`src/design/calendar_pkg.sv`:
```
// Constants, register map and carrier types of the BCD calendar block
package calendar_pkg;

	// ------------------------------------------------------------------
	// Rates and divider taps
	// ------------------------------------------------------------------
	localparam logic [25:0] CLK_RATE_HZ = 26'h17D7840;
	localparam logic [25:0] SLOW_CRYSTAL_RATE = 26'h0008000;
	localparam logic [14:0] TAP_4096_MASK = 15'h0007;
	localparam logic [14:0] TAP_64_MASK = 15'h01FF;
	localparam logic [14:0] TAP_1HZ_MASK = 15'h7FFF;
	localparam logic [3:0] ALARM_DELAY_PERIODS = 4'h8;

	// ------------------------------------------------------------------
	// Register offsets (byte addresses)
	// ------------------------------------------------------------------
	localparam logic [7:0] OFS_SECONDS = 8'h00;
	localparam logic [7:0] OFS_MINUTES = 8'h04;
	localparam logic [7:0] OFS_HOURS = 8'h08;
	localparam logic [7:0] OFS_WEEKDAY = 8'h0C;
	localparam logic [7:0] OFS_DATE = 8'h10;
	localparam logic [7:0] OFS_MONTH = 8'h14;
	localparam logic [7:0] OFS_YEAR = 8'h18;
	localparam logic [7:0] OFS_ALARM_MINUTE = 8'h1C;
	localparam logic [7:0] OFS_ALARM_HOUR = 8'h20;
	localparam logic [7:0] OFS_ALARM_WEEKDAY = 8'h24;
	localparam logic [7:0] OFS_PRESET_LOW = 8'h28;
	localparam logic [7:0] OFS_PRESET_HIGH = 8'h2C;
	localparam logic [7:0] OFS_TIMER_CTRL = 8'h30;
	localparam logic [7:0] OFS_EVENT_FLAGS = 8'h34;
	localparam logic [7:0] OFS_EVENT_CTRL = 8'h38;
	localparam logic [7:0] OFS_COUNT_LOCK = 8'h3C;

	// ------------------------------------------------------------------
	// Field positions, masks and keys
	// ------------------------------------------------------------------
	localparam int WILDCARD_BIT = 7;
	localparam int WEEK_OR_DATE_BIT = 6;
	localparam int UPDATE_SELECT_BIT = 5;
	localparam int PERIODIC_RUN_BIT = 4;
	localparam int UPDATE_BIT = 5;
	localparam int PERIODIC_BIT = 4;
	localparam int ALARM_BIT = 3;
	localparam int HALT_BIT = 0;
	localparam logic [7:0] COUNT_LOCK_KEY = 8'hAA;
	localparam logic [1:0] SRC_4096HZ = 2'h0;
	localparam logic [1:0] SRC_64HZ = 2'h1;
	localparam logic [1:0] SRC_1HZ = 2'h2;
	localparam logic [1:0] SRC_MINUTE = 2'h3;
	localparam logic [7:0] MASK_SECONDS = 8'h7F;
	localparam logic [7:0] MASK_HOURS = 8'h3F;
	localparam logic [7:0] MASK_WEEKDAY = 8'h07;
	localparam logic [7:0] MASK_MONTH = 8'h1F;
	localparam logic [7:0] MASK_ALARM_HOUR = 8'hBF;

	// ------------------------------------------------------------------
	// BCD limits
	// ------------------------------------------------------------------
	localparam logic [7:0] BCD_ZERO = 8'h00;
	localparam logic [7:0] BCD_ONE = 8'h01;
	localparam logic [7:0] SEC_MAX = 8'h59;
	localparam logic [7:0] HOUR_MAX = 8'h23;
	localparam logic [7:0] WEEK_MAX = 8'h06;
	localparam logic [7:0] MONTH_MAX = 8'h12;
	localparam logic [7:0] YEAR_MAX = 8'h99;
	localparam logic [7:0] FEBRUARY = 8'h02;
	localparam logic [7:0] DAYS_31 = 8'h31;
	localparam logic [7:0] DAYS_30 = 8'h30;
	localparam logic [7:0] DAYS_29 = 8'h29;
	localparam logic [7:0] DAYS_28 = 8'h28;

	// ------------------------------------------------------------------
	// Carrier types
	// ------------------------------------------------------------------
	typedef struct packed {
		logic [7:0] year;
		logic [7:0] month;
		logic [7:0] date;
		logic [7:0] weekday;
		logic [7:0] hours;
		logic [7:0] minutes;
		logic [7:0] seconds;
	} time_s;

	typedef struct packed {
		logic [7:0] alarm_minute;
		logic [7:0] alarm_hour;
		logic [7:0] weekday_alarm_field;
		logic [11:0] preset;
		logic week_or_date_select;
		logic update_period_select;
		logic periodic_run;
		logic [1:0] periodic_source_select;
		logic update_irq_enable;
		logic periodic_irq_enable;
		logic alarm_irq_enable;
		logic calendar_halt;
		logic [7:0] calendar_count_lock;
	} cfg_s;

	localparam time_s TIME_RESET = '{year: 8'h01, month: 8'h01,
		date: 8'h01, weekday: 8'h00, hours: 8'h00, minutes: 8'h00,
		seconds: 8'h00};
	localparam cfg_s CFG_RESET = '0;

endpackage

```
`src/design/bcd_calendar_alarm_timer.sv`:
```
// BCD calendar with alarm, update events and periodic timer on Wishbone
// ----------------------------------------------------------------------
// Operation
// Halt freezes every calendar counter from seconds to year.
// Halt suppresses update events and alarm events.
// Halt holds the whole prescaler chain, 4096Hz down to 1Hz, in reset.
// Count lock value 10101010 stops count-up; other values let it resume.
// All time and date counters are packed BCD.
// Date wraps to 01 after 31, 30 or 28 according to month.
// Year multiple of four is leap; February then reaches 29.
// Year counts 00 through 99 then wraps to 00.
// Date, month, year updating correct from 2001 to 2099.
// Update event on each second or each minute update, per select.
// Update select 0 means seconds, 1 means minutes.
// Update event sets update flag, held until software clears it.
// Event flags clear on written zero; written one has no effect.
// Alarm fires 8 slow crystal periods after enabled fields match.
// Alarm is edge based; fires only when counters advance into match.
// Alarm event sets alarm flag, held until software clears it.
// Software clears alarm enable before changing alarm settings.
// Weekday mode uses field as day bitmask; date mode compares BCD.
// Each wildcard drops its field from the alarm comparison.
// All three wildcards set gives one alarm every minute.
// Source select 00 4096Hz, 01 64Hz, 10 1Hz, 11 per minute.
// Setting run starts countdown from preset; clearing it stops.
// Periodic interval is source period times preset, 1 to 4095.
// First interval may be short by one source period, never longer.
// Periodic flag sets on expiry only while its enable is high.
// A preset of zero never produces a periodic event.
// ----------------------------------------------------------------------
`timescale 1ns/1ps

module bcd_calendar_alarm_timer (
	// Clock and reset
	input wire logic clk_i,
	input wire logic rst_i,
	// Wishbone slave
	input wire logic cyc_i,
	input wire logic stb_i,
	input wire logic we_i,
	input wire logic [7:0] adr_i,
	input wire logic [3:0] sel_i,
	input wire logic [31:0] dat_i,
	output logic [31:0] dat_o,
	output logic ack_o
);

	// ------------------------------------------------------------------
	// Helpers
	// ------------------------------------------------------------------
	function automatic logic [7:0] bcd_inc(input logic [7:0] v);
		logic [7:0] r;
		if (v[3:0] == 4'h9) begin
			r = {4'(v[7:4] + 4'h1), 4'h0};
		end else begin
			r = {v[7:4], 4'(v[3:0] + 4'h1)};
		end
		return r;
	endfunction

	// Tens parity and the low two units bits decide the year modulo four in BCD
	function automatic logic [7:0] month_length(input logic [7:0] mon,
		input logic [7:0] yr);
		logic leap;
		logic [7:0] len;
		leap = 2'(yr[1:0] + {yr[4], 1'b0}) == 2'h0;
		len = calendar_pkg::DAYS_31;
		if (mon == calendar_pkg::FEBRUARY) begin
			len = leap ? calendar_pkg::DAYS_29 : calendar_pkg::DAYS_28;
		end else if (mon == 8'h04 || mon == 8'h06 || mon == 8'h09 ||
			mon == 8'h11) begin
			len = calendar_pkg::DAYS_30;
		end
		return len;
	endfunction

	// ------------------------------------------------------------------
	// State
	// ------------------------------------------------------------------
	logic [24:0] acc_reg, acc_next;
	logic [25:0] acc_sum;
	logic xtal_tick;
	logic [14:0] pre_reg, pre_next;
	logic tick_4096, tick_64, tick_1hz;
	calendar_pkg::time_s cal_reg, cal_next, cal_adv;
	calendar_pkg::cfg_s cfg_reg, cfg_next;
	logic halt, locked;
	logic sec_step, min_step, hour_step, day_step, mon_step, yr_step;
	logic [7:0] mlen;
	logic day_ok, hour_ok, min_ok, alarm_match;
	logic al_pend_reg, al_pend_next;
	logic [3:0] al_cnt_reg, al_cnt_next;
	logic alarm_fire;
	logic [11:0] per_cnt_reg, per_cnt_next;
	logic src_tick, periodic_fire, update_fire;
	logic upd_flag_reg, upd_flag_next;
	logic per_flag_reg, per_flag_next;
	logic al_flag_reg, al_flag_next;
	logic ack_reg, ack_next;
	logic [31:0] dat_reg, dat_next;
	logic [7:0] rd_byte;
	logic bus_hit, wr_fire;
	logic [7:0] wb;

	assign halt = cfg_reg.calendar_halt;
	assign locked = cfg_reg.calendar_count_lock == calendar_pkg::COUNT_LOCK_KEY;
	assign bus_hit = cyc_i & stb_i;
	// Write lands at the edge where the master sees ack
	assign wr_fire = bus_hit & ack_reg & we_i & sel_i[0];
	assign wb = dat_i[7:0];
	assign ack_o = ack_reg;
	assign dat_o = dat_reg;

	// ------------------------------------------------------------------
	// Slow crystal divider and prescaler
	// ------------------------------------------------------------------
	// Phase accumulator: 25 MHz is no integer multiple of the crystal rate
	always_comb begin
		acc_sum = {1'b0, acc_reg} + calendar_pkg::SLOW_CRYSTAL_RATE;
		xtal_tick = acc_sum >= calendar_pkg::CLK_RATE_HZ;
		acc_next = xtal_tick ? 25'(acc_sum - calendar_pkg::CLK_RATE_HZ)
			: acc_sum[24:0];
		pre_next = pre_reg;
		if (halt) begin
			pre_next = '0;
		end else if (xtal_tick) begin
			pre_next = 15'(pre_reg + 15'h0001);
		end
		tick_4096 = xtal_tick & ~halt &
			((pre_reg & calendar_pkg::TAP_4096_MASK) ==
			calendar_pkg::TAP_4096_MASK);
		tick_64 = xtal_tick & ~halt &
			((pre_reg & calendar_pkg::TAP_64_MASK) ==
			calendar_pkg::TAP_64_MASK);
		tick_1hz = xtal_tick & ~halt & (pre_reg == calendar_pkg::TAP_1HZ_MASK);
	end

	always_ff @(posedge clk_i) begin
		if (rst_i) begin
			acc_reg <= '0;
			pre_reg <= '0;
		end else begin
			acc_reg <= acc_next;
			pre_reg <= pre_next;
		end
	end

	// ------------------------------------------------------------------
	// Calendar counters
	// ------------------------------------------------------------------
	always_comb begin
		mlen = month_length(cal_reg.month, cal_reg.year);
		sec_step = tick_1hz & ~locked;
		min_step = sec_step & (cal_reg.seconds == calendar_pkg::SEC_MAX);
		hour_step = min_step & (cal_reg.minutes == calendar_pkg::SEC_MAX);
		day_step = hour_step & (cal_reg.hours == calendar_pkg::HOUR_MAX);
		mon_step = day_step & (cal_reg.date == mlen);
		yr_step = mon_step & (cal_reg.month == calendar_pkg::MONTH_MAX);
		cal_adv = cal_reg;
		if (sec_step) begin
			cal_adv.seconds = min_step ? calendar_pkg::BCD_ZERO
				: bcd_inc(cal_reg.seconds);
		end
		if (min_step) begin
			cal_adv.minutes = hour_step ? calendar_pkg::BCD_ZERO
				: bcd_inc(cal_reg.minutes);
		end
		if (hour_step) begin
			cal_adv.hours = day_step ? calendar_pkg::BCD_ZERO
				: bcd_inc(cal_reg.hours);
		end
		if (day_step) begin
			cal_adv.weekday = (cal_reg.weekday == calendar_pkg::WEEK_MAX)
				? calendar_pkg::BCD_ZERO : bcd_inc(cal_reg.weekday);
			cal_adv.date = mon_step ? calendar_pkg::BCD_ONE
				: bcd_inc(cal_reg.date);
		end
		if (mon_step) begin
			cal_adv.month = yr_step ? calendar_pkg::BCD_ONE
				: bcd_inc(cal_reg.month);
		end
		if (yr_step) begin
			cal_adv.year = (cal_reg.year == calendar_pkg::YEAR_MAX)
				? calendar_pkg::BCD_ZERO : bcd_inc(cal_reg.year);
		end
		cal_next = cal_adv;
		// Software write wins over a tick in the same cycle
		if (wr_fire) begin
			unique case (adr_i)
				calendar_pkg::OFS_SECONDS: begin
					cal_next.seconds = wb & calendar_pkg::MASK_SECONDS;
				end
				calendar_pkg::OFS_MINUTES: begin
					cal_next.minutes = wb & calendar_pkg::MASK_SECONDS;
				end
				calendar_pkg::OFS_HOURS: begin
					cal_next.hours = wb & calendar_pkg::MASK_HOURS;
				end
				calendar_pkg::OFS_WEEKDAY: begin
					cal_next.weekday = wb & calendar_pkg::MASK_WEEKDAY;
				end
				calendar_pkg::OFS_DATE: begin
					cal_next.date = wb & calendar_pkg::MASK_HOURS;
				end
				calendar_pkg::OFS_MONTH: begin
					cal_next.month = wb & calendar_pkg::MASK_MONTH;
				end
				calendar_pkg::OFS_YEAR: begin
					cal_next.year = wb;
				end
				default: begin
				end
			endcase
		end
	end

	always_ff @(posedge clk_i) begin
		if (rst_i) begin
			cal_reg <= calendar_pkg::TIME_RESET;
		end else begin
			cal_reg <= cal_next;
		end
	end

	// ------------------------------------------------------------------
	// Configuration registers
	// ------------------------------------------------------------------
	always_comb begin
		cfg_next = cfg_reg;
		if (wr_fire) begin
			unique case (adr_i)
				calendar_pkg::OFS_ALARM_MINUTE: begin
					cfg_next.alarm_minute = wb;
				end
				calendar_pkg::OFS_ALARM_HOUR: begin
					cfg_next.alarm_hour = wb & calendar_pkg::MASK_ALARM_HOUR;
				end
				calendar_pkg::OFS_ALARM_WEEKDAY: begin
					cfg_next.weekday_alarm_field = wb;
				end
				calendar_pkg::OFS_PRESET_LOW: begin
					cfg_next.preset[7:0] = wb;
				end
				calendar_pkg::OFS_PRESET_HIGH: begin
					cfg_next.preset[11:8] = wb[3:0];
				end
				calendar_pkg::OFS_TIMER_CTRL: begin
					cfg_next.week_or_date_select =
						wb[calendar_pkg::WEEK_OR_DATE_BIT];
					cfg_next.update_period_select =
						wb[calendar_pkg::UPDATE_SELECT_BIT];
					cfg_next.periodic_run = wb[calendar_pkg::PERIODIC_RUN_BIT];
					cfg_next.periodic_source_select = wb[1:0];
				end
				calendar_pkg::OFS_EVENT_CTRL: begin
					cfg_next.update_irq_enable = wb[calendar_pkg::UPDATE_BIT];
					cfg_next.periodic_irq_enable =
						wb[calendar_pkg::PERIODIC_BIT];
					cfg_next.alarm_irq_enable = wb[calendar_pkg::ALARM_BIT];
					cfg_next.calendar_halt = wb[calendar_pkg::HALT_BIT];
				end
				calendar_pkg::OFS_COUNT_LOCK: begin
					cfg_next.calendar_count_lock = wb;
				end
				default: begin
				end
			endcase
		end
	end

	always_ff @(posedge clk_i) begin
		if (rst_i) begin
			cfg_reg <= calendar_pkg::CFG_RESET;
		end else begin
			cfg_reg <= cfg_next;
		end
	end

	// ------------------------------------------------------------------
	// Alarm
	// ------------------------------------------------------------------
	// Checked only on a minute advance, so equal-to-now never fires at once
	always_comb begin
		day_ok = cfg_reg.weekday_alarm_field[calendar_pkg::WILDCARD_BIT];
		if (!day_ok) begin
			if (cfg_reg.week_or_date_select) begin
				day_ok = cfg_reg.weekday_alarm_field[5:0] ==
					cal_adv.date[5:0];
			end else begin
				day_ok = cfg_reg.weekday_alarm_field[cal_adv.weekday[2:0]];
			end
		end
		hour_ok = cfg_reg.alarm_hour[calendar_pkg::WILDCARD_BIT] |
			(cfg_reg.alarm_hour[5:0] == cal_adv.hours[5:0]);
		min_ok = cfg_reg.alarm_minute[calendar_pkg::WILDCARD_BIT] |
			(cfg_reg.alarm_minute[6:0] == cal_adv.minutes[6:0]);
		alarm_match = min_step & day_ok & hour_ok & min_ok;
		alarm_fire = al_pend_reg & xtal_tick & ~halt &
			(al_cnt_reg == 4'(calendar_pkg::ALARM_DELAY_PERIODS - 4'h1));
		al_pend_next = al_pend_reg;
		al_cnt_next = al_cnt_reg;
		if (halt) begin
			al_pend_next = 1'b0;
			al_cnt_next = '0;
		end else if (alarm_match) begin
			al_pend_next = 1'b1;
			al_cnt_next = '0;
		end else if (alarm_fire) begin
			al_pend_next = 1'b0;
			al_cnt_next = '0;
		end else if (al_pend_reg & xtal_tick) begin
			al_cnt_next = 4'(al_cnt_reg + 4'h1);
		end
	end

	always_ff @(posedge clk_i) begin
		if (rst_i) begin
			al_pend_reg <= 1'b0;
			al_cnt_reg <= '0;
		end else begin
			al_pend_reg <= al_pend_next;
			al_cnt_reg <= al_cnt_next;
		end
	end

	// ------------------------------------------------------------------
	// Periodic timer
	// ------------------------------------------------------------------
	// First tick comes within one source period, so interval only shortens
	always_comb begin
		unique case (cfg_reg.periodic_source_select)
			calendar_pkg::SRC_4096HZ: src_tick = tick_4096;
			calendar_pkg::SRC_64HZ: src_tick = tick_64;
			calendar_pkg::SRC_1HZ: src_tick = tick_1hz;
			calendar_pkg::SRC_MINUTE: src_tick = min_step;
		endcase
		periodic_fire = cfg_reg.periodic_run & src_tick &
			(per_cnt_reg == 12'h001);
		per_cnt_next = per_cnt_reg;
		if (!cfg_reg.periodic_run || halt) begin
			per_cnt_next = cfg_reg.preset;
		end else if (periodic_fire) begin
			per_cnt_next = cfg_reg.preset;
		end else if (src_tick && per_cnt_reg != 12'h000) begin
			per_cnt_next = 12'(per_cnt_reg - 12'h001);
		end
	end

	always_ff @(posedge clk_i) begin
		if (rst_i) begin
			per_cnt_reg <= '0;
		end else begin
			per_cnt_reg <= per_cnt_next;
		end
	end

	// ------------------------------------------------------------------
	// Event flags
	// ------------------------------------------------------------------
	always_comb begin
		update_fire = cfg_reg.update_period_select ? min_step : sec_step;
		upd_flag_next = upd_flag_reg;
		per_flag_next = per_flag_reg;
		al_flag_next = al_flag_reg;
		if (wr_fire && adr_i == calendar_pkg::OFS_EVENT_FLAGS) begin
			upd_flag_next = upd_flag_reg & wb[calendar_pkg::UPDATE_BIT];
			per_flag_next = per_flag_reg & wb[calendar_pkg::PERIODIC_BIT];
			al_flag_next = al_flag_reg & wb[calendar_pkg::ALARM_BIT];
		end
		// Set beats a clear landing in the same cycle
		if (update_fire) begin
			upd_flag_next = 1'b1;
		end
		if (periodic_fire && cfg_reg.periodic_irq_enable) begin
			per_flag_next = 1'b1;
		end
		if (alarm_fire) begin
			al_flag_next = 1'b1;
		end
	end

	always_ff @(posedge clk_i) begin
		if (rst_i) begin
			upd_flag_reg <= 1'b0;
			per_flag_reg <= 1'b0;
			al_flag_reg <= 1'b0;
		end else begin
			upd_flag_reg <= upd_flag_next;
			per_flag_reg <= per_flag_next;
			al_flag_reg <= al_flag_next;
		end
	end

	// ------------------------------------------------------------------
	// Wishbone read path and acknowledge
	// ------------------------------------------------------------------
	always_comb begin
		unique case (adr_i)
			calendar_pkg::OFS_SECONDS: rd_byte = cal_reg.seconds;
			calendar_pkg::OFS_MINUTES: rd_byte = cal_reg.minutes;
			calendar_pkg::OFS_HOURS: rd_byte = cal_reg.hours;
			calendar_pkg::OFS_WEEKDAY: rd_byte = cal_reg.weekday;
			calendar_pkg::OFS_DATE: rd_byte = cal_reg.date;
			calendar_pkg::OFS_MONTH: rd_byte = cal_reg.month;
			calendar_pkg::OFS_YEAR: rd_byte = cal_reg.year;
			calendar_pkg::OFS_ALARM_MINUTE: rd_byte = cfg_reg.alarm_minute;
			calendar_pkg::OFS_ALARM_HOUR: rd_byte = cfg_reg.alarm_hour;
			calendar_pkg::OFS_ALARM_WEEKDAY: begin
				rd_byte = cfg_reg.weekday_alarm_field;
			end
			calendar_pkg::OFS_PRESET_LOW: rd_byte = cfg_reg.preset[7:0];
			calendar_pkg::OFS_PRESET_HIGH: begin
				rd_byte = {4'h0, cfg_reg.preset[11:8]};
			end
			calendar_pkg::OFS_TIMER_CTRL: begin
				rd_byte = {1'b0, cfg_reg.week_or_date_select,
					cfg_reg.update_period_select, cfg_reg.periodic_run,
					2'h0, cfg_reg.periodic_source_select};
			end
			calendar_pkg::OFS_EVENT_FLAGS: begin
				rd_byte = {2'h0, upd_flag_reg, per_flag_reg, al_flag_reg, 3'h0};
			end
			calendar_pkg::OFS_EVENT_CTRL: begin
				rd_byte = {2'h0, cfg_reg.update_irq_enable,
					cfg_reg.periodic_irq_enable, cfg_reg.alarm_irq_enable,
					2'h0, cfg_reg.calendar_halt};
			end
			calendar_pkg::OFS_COUNT_LOCK: rd_byte = cfg_reg.calendar_count_lock;
			default: rd_byte = 8'h00;
		endcase
		ack_next = bus_hit & ~ack_reg;
		dat_next = dat_reg;
		if (bus_hit && !ack_reg) begin
			dat_next = {24'h000000, rd_byte};
		end
	end

	always_ff @(posedge clk_i) begin
		if (rst_i) begin
			ack_reg <= 1'b0;
			dat_reg <= '0;
		end else begin
			ack_reg <= ack_next;
			dat_reg <= dat_next;
		end
	end

endmodule

```
`config.mk`:
```
export PLATFORM = sky130hd
export DESIGN_NAME = bcd_calendar_alarm_timer
export DESIGN_NICKNAME = d
export VERILOG_FILES = /design/src/design/calendar_pkg.sv /design/src/design/bcd_calendar_alarm_timer.sv
export SDC_FILE = /design/constraint.sdc
export NUM_CORES = 1
export LEC_CHECK = 0
export BUFFER_PORTS_ARGS = -buffer_cell sky130_fd_sc_hd__buf_2
export CAP_MARGIN = 5
export CORE_UTILIZATION = 50
export CTS_CLUSTER_DIAMETER = 80
export DETAILED_ROUTE_END_ITERATION = 8
export PLACE_DENSITY_LB_ADDON = 0.2
export SLEW_MARGIN = 5
export SYNTH_ARGS = -nofsm -noshare
export SYNTH_HDL_FRONTEND = slang
export SYNTH_SLANG_ARGS = --single-unit
```
`constraint.sdc`:
```
create_clock -name clk_i -period 4.52 [get_ports clk_i]
set_input_delay 0.226 -clock clk_i [delete_from_list [all_inputs] [get_ports clk_i]]
set_output_delay 0.226 -clock clk_i [all_outputs]
set_load 0.01 [all_outputs]
```
==> Yosys cells after proc, flatten, opt, wreduce, memory -nomap -nowiden <==
Cells that the tools add are included.
{ "totals": {"ff_bits": 177, "in_bits": 49, "output_inout_bits": 33, "word_cells": 209} }
{ "op_classes": {"n_addsub": 20, "order_cmp": 2, "n_eq_ne": 46, "muxes": 50, "n_bitwise": 31, "n_reduce_logical": 29} }
{ "ops": {"columns": ["cell", "count"], "rows": [
  ["two-way mux 8 bit", 27],
  ["case mux 8 bit (16 select lines)", 1],
  ["equality test 8 x 6 -> 1 bit, second input constant", 9],
  ["adder 4 x 1 -> 4 bit, second input constant", 15],
  ["two-way mux 56 bit", 1],
  ["equality test 8 x 5 -> 1 bit, second input constant", 6],
  ["two-way mux 12 bit", 3],
  ["equality test 8 x 3 -> 1 bit, second input constant", 4],
  ["equality test 4 bit, second input constant", 7],
  ["adder 25 x 16 -> 26 bit, second input constant", 1],
  ["bitwise AND 1 bit", 26],
  ["greater-or-equal comparator 26 x 25 -> 1 bit, second input constant", 1],
  ["two-way mux 25 bit", 1],
  ["subtractor 25 bit, second input constant", 1],
  ["equality test 8 x 4 -> 1 bit, second input constant", 3],
  ["equality test 8 x 7 -> 1 bit, second input constant", 2],
  ["equality test 8 bit, second input constant", 2],
  ["two-way mux 16 bit", 1],
  ["AND reduction 2 bit", 8],
  ["adder 15 x 1 -> 15 bit, second input constant", 1],
  ["equality test 15 bit, second input constant", 1],
  ["two-way mux 1 bit", 14],
  ["equality test 12 x 1 -> 1 bit, second input constant", 1],
  ["equality test 6 bit", 2],
  ["25 further kinds", 40]
]} }

==> Depth between registers and ports, before layout <==
{ "depth": {"word_depth": 19, "mapped_depth": 14, "depth_no_buf": 13} }

==> Worst setup path after synthesis <==
Ideal clock, no wire load.
{ "synth_path": {"path_kind": "register to register", "start": "reg acc_reg[15]", "end": "reg al_cnt_reg[2]", "setup_ns": 0.115, "arrival_ns": 3.095, "t_required_ns": 4.405, "setup_slack_ns": 1.310, "stages_incl_launch_ff": 12, "period_less_slack_ns": 3.210, "path_cell_list": "dfxtp_1 inv_1 ha_1 o31ai_1 o211ai_4 a2111oi_4 a21oi_2 a2111o_1 o41ai_2 and3b_1 o31ai_2 and3_1"} }
{ "synth_between": {"elab_chain_len": 18, "word_cells_on_any_way": 31} }
{ "synth_rtl": {"columns": ["item", "line", "source"], "rows": [
  ["start, declared", "bcd_calendar_alarm_timer.sv:80", "logic [24:0] acc_reg, acc_next;"],
  ["start signal, assigned", "bcd_calendar_alarm_timer.sv:143", "acc_reg <= acc_next;"],
  ["adder 25 x 16 -> 26 bit (*)", "bcd_calendar_alarm_timer.sv:119", "acc_sum = {1'b0, acc_reg} + calendar_pkg::SLOW_CRYSTAL_RATE;"],
  ["greater-or-equal comparator 26 x 25 -> 1 bit (*)", "bcd_calendar_alarm_timer.sv:120", "xtal_tick = acc_sum >= calendar_pkg::CLK_RATE_HZ;"],
  ["bitwise AND 1 bit (2 in series)", "bcd_calendar_alarm_timer.sv:135", "tick_1hz = xtal_tick & ~halt & (pre_reg == calendar_pkg::TAP_1HZ_MASK);"],
  ["bitwise AND 1 bit", "bcd_calendar_alarm_timer.sv:153", "sec_step = tick_1hz & ~locked;"],
  ["bitwise AND 1 bit", "bcd_calendar_alarm_timer.sv:154", "min_step = sec_step & (cal_reg.seconds == calendar_pkg::SEC_MAX);"],
  ["bitwise AND 1 bit", "bcd_calendar_alarm_timer.sv:155", "hour_step = min_step & (cal_reg.minutes == calendar_pkg::SEC_MAX);"],
  ["bitwise AND 1 bit", "bcd_calendar_alarm_timer.sv:156", "day_step = hour_step & (cal_reg.hours == calendar_pkg::HOUR_MAX);"],
  ["bitwise AND 1 bit", "bcd_calendar_alarm_timer.sv:157", "mon_step = day_step & (cal_reg.date == mlen);"],
  ["two-way mux 8 bit", "bcd_calendar_alarm_timer.sv:175", "cal_adv.date = mon_step ? calendar_pkg::BCD_ONE"],
  ["two-way mux 16 bit", "bcd_calendar_alarm_timer.sv:172", "if (day_step) begin"],
  ["equality test 6 bit", "bcd_calendar_alarm_timer.sv:287", "day_ok = cfg_reg.weekday_alarm_field[5:0] =="],
  ["two-way mux 1 bit", "bcd_calendar_alarm_timer.sv:286", "if (cfg_reg.week_or_date_select) begin"],
  ["two-way mux 1 bit", "bcd_calendar_alarm_timer.sv:285", "if (!day_ok) begin"],
  ["bitwise AND 1 bit (3 in series)", "bcd_calendar_alarm_timer.sv:297", "alarm_match = min_step & day_ok & hour_ok & min_ok;"],
  ["OR reduction 4 bit (no line)", null, null],
  ["end signal, assigned", "bcd_calendar_alarm_timer.sv:322", "al_cnt_reg <= al_cnt_next;"],
  ["end, declared", "bcd_calendar_alarm_timer.sv:92", "logic [3:0] al_cnt_reg, al_cnt_next;"]
]} }
Every way passes the cells marked *; elsewhere a longest branch is shown, timed or not. The select of a mux whose other input is x is not followed.
A chain may end at the register's enable or synchronous reset.

==> Worst setup path after layout <==
{ "layout_path": {"start": "reg acc_reg[15]", "end": "reg al_cnt_reg[3]"} }
The elaborated chain is that of the path after synthesis.

==> impl_metrics.env <==
export IMPL_run_status="finished, final reports clean"
export IMPL_async_flop_share=0
export IMPL_grt_pass1_vias=8693
export IMPL_clk_latency_ns=0.45
export IMPL_ys_flop_type="dfxtp_1"
export IMPL_die_y_um=147
export IMPL_initial_utilization=0.513
export IMPL_yosysSeqAreaShare=0.328
export IMPL_critPathLaunchType="flop"
export IMPL_post_drt_wl_per_cell_um=19.1
export IMPL_grt_pass1_wl_um=48500
export IMPL_crit_required_ns=4.90
export IMPL_drt_iter0_drc=1053
export IMPL_tightest_slew_ns=1.07
export IMPL_antenna_found_initial=1
export IMPL_worstSetupPathType="flop to flop"
export IMPL_dr_pass1_iters=7
export IMPL_coreArea_mm2=0.0204
export IMPL_avgSynthCellArea_um2=7.85
export IMPL_crit_arrival_ns=4.59
export IMPL_crit_fanout=15
export IMPL_wirelength_um=30600
export IMPL_die_area_mm2=0.0215
export IMPL_synthCells=1330
export IMPL_largest_register_ffs=56
export IMPL_clock_sinks=171
export IMPL_synth_distinct_cells=85
export IMPL_antenna_left=0
export IMPL_gp_congestion=1.00
export IMPL_area_growth_pct=7.66
export IMPL_setup_viol=0
export IMPL_ctsLongestPathBuffers=2
export IMPL_min_path_type="input port to flop"
export IMPL_io_pins=82
export IMPL_cp_end_kind="flop"
export IMPL_period_share=0.932
export IMPL_overflow=0
export IMPL_startpoint="acc_reg[15]"
export IMPL_vias=9757
export IMPL_drc=0
export IMPL_p_leak_nw=3.89
export IMPL_r2r_start="acc_reg[15]"
export IMPL_clock_tree_root_cell="clkbuf_16"
export IMPL_hp_start="dat_i[7]"
export IMPL_n_fill_cell=1960
export IMPL_max_freq_ghz=0.237
export IMPL_synth_edf_count=0
export IMPL_post_cts_resized=0
export IMPL_holdBufCountCts=0
export IMPL_htreeDepth=4
export IMPL_io_buffers=30
export IMPL_hold_viol_final=0
export IMPL_synth_top_area_share=0.328
export IMPL_fin_crit_ns=4.21
export IMPL_numCtsBuffers=17
export IMPL_cts_setup_buffers=0
export IMPL_synthTopCellsByCount="dfxtp_1 (171), nor2_1 (169), nand2_1 (153)"
export IMPL_synth_seq_cells=171
export IMPL_ir_drop_uv=231
export IMPL_cts_tree="done"
export IMPL_grt_usage=0.287
export IMPL_path_clk_slew_ns=0.07
export IMPL_yosysTopAreaCell="dfxtp_1"
export IMPL_reg2reg_depth=12
export IMPL_nNetsFinal=1405
export IMPL_rsz0062_at_grt="no"
export IMPL_yosysMostFrequentCell="dfxtp_1"
export IMPL_num_rows=52
export IMPL_yosysWarnings=0
export IMPL_synthesis_area_mm2=0.0104
export IMPL_power_density_mw_per_mm2=274
export IMPL_finClkSkew_ns=0.0157
export IMPL_diodes=0
export IMPL_synth_top_cells_by_area="dfxtp_1 (33%), nor2_1 (6.1%), nand2_1 (5.5%)"
export IMPL_drv_cap=0
export IMPL_relSlewSlack=0.281
export IMPL_report_final_slew_viol_count=0
export IMPL_fin_setup_tns_ns=0
export IMPL_fin_total_pwr_mw=3.08
export IMPL_drive_gt1_frac=0.0937
export IMPL_hpwl_um=21600
export IMPL_grt_max_degree=63
export IMPL_min_path_cells=3
export IMPL_via_per_inst=6.08
export IMPL_die_w_um=147
per-stage QoR:
stage	utilization	area (µm²)	cells	worst slack, ns	hold WS, ns
3_5_place_dp	0.524	10700	1572	0.410	0.446
3_3_place_gp	0.524	10700	1572	0.495	0.441
2_1_floorplan	-	10500	1353	1.31	0.373
5_1_grt	0.552	11200	1604	0.0669	0.151
6_report	0.552	11200	1604	0.309	0.143
4_1_cts	0.552	11200	1604	0.346	0.133
power breakdown:
part / total, mW / internal, mW / switching (mW)
Clock: 1.44 / 0.742 / 0.696
Combinational: 0.119 / 0.0277 / 0.0912
Sequential: 1.52 / 1.51 / 0.0120
Total: 3.08 / 2.28 / 0.799
worst max-delay path: stages, from the launching register on:
cell and delay [ns]:
dfxtp_1 0.49, inv_1 0.14, ha_1 0.36, o31ai_1 0.53, o211a_1 0.45, o2111ai_2 0.41
buf_4 0.34, or3_1 0.35, a21oi_1 0.16, a2111o_1 0.12, nor4_2 0.04, o31ai_2 0.49
and3_1 0.25
cell usage in the layout, fill, tap and decap left out, drive strengths merged, types with 21 or more instances in the layout:
cell type and n:
nand4 22, dfxtp 171, a22oi 41, inv 34, xor2 43, nand3 84, conb 24, mux2i 21
a21oi 97, ha 35, a211oi 45, nor3 26, o21ai 50, xnor2 31, buf 49, nand2 153
nor2 170
path summary, 6_finish.rpt:
| check | endpoint | slack [ns] |
|---|---|---|
| setup reg to reg | al_cnt_reg[3] | 0.31 |
| hold reg to reg | dat_o[0] | 0.45 |
| setup / recovery | al_cnt_reg[3] | 0.31 |
| hold / removal | cfg_reg[24] | 0.14 |
cell type report:
cell class / instances / area, µm² / area share
Multi-Input combinational cell: 1055 / 6510 / 0.579
Sequential cell: 171 / 3420 / 0.305
Clock buffer: 18 / 439 / 0.0391
Tap cell: 270 / 338 / 0.0301
Timing Repair Buffer: 49 / 295 / 0.0263
Clock inverter: 14 / 131 / 0.0117
Inverter: 27 / 101 / 0.00902
layer usage:
layer  wire length (µm)  share of wire  GRT usage
met5                 14        0.00046          0
met3               2190          0.071     0.0494
met1              13500           0.44      0.393
met4                851          0.028      0.104
met2              14000           0.46      0.453
kinds of logic (layout without fill, tap and decap cells):
group	count (synthesis)	in the layout	share of synthesized area
AO/OA/AOI/OAI	316	316	0.214
XOR/XNOR	74	74	0.0621
adder cells (fa/ha/maj)	35	35	0.0419
buffers and inverters	127	108	0.0574
flip-flops	171	171	0.328
multiplexers	28	28	0.0277
other	1	24	0.000359
AND/OR/NAND/NOR	578	578	0.268
No activity file was read; power rests on OpenSTA's default activity.
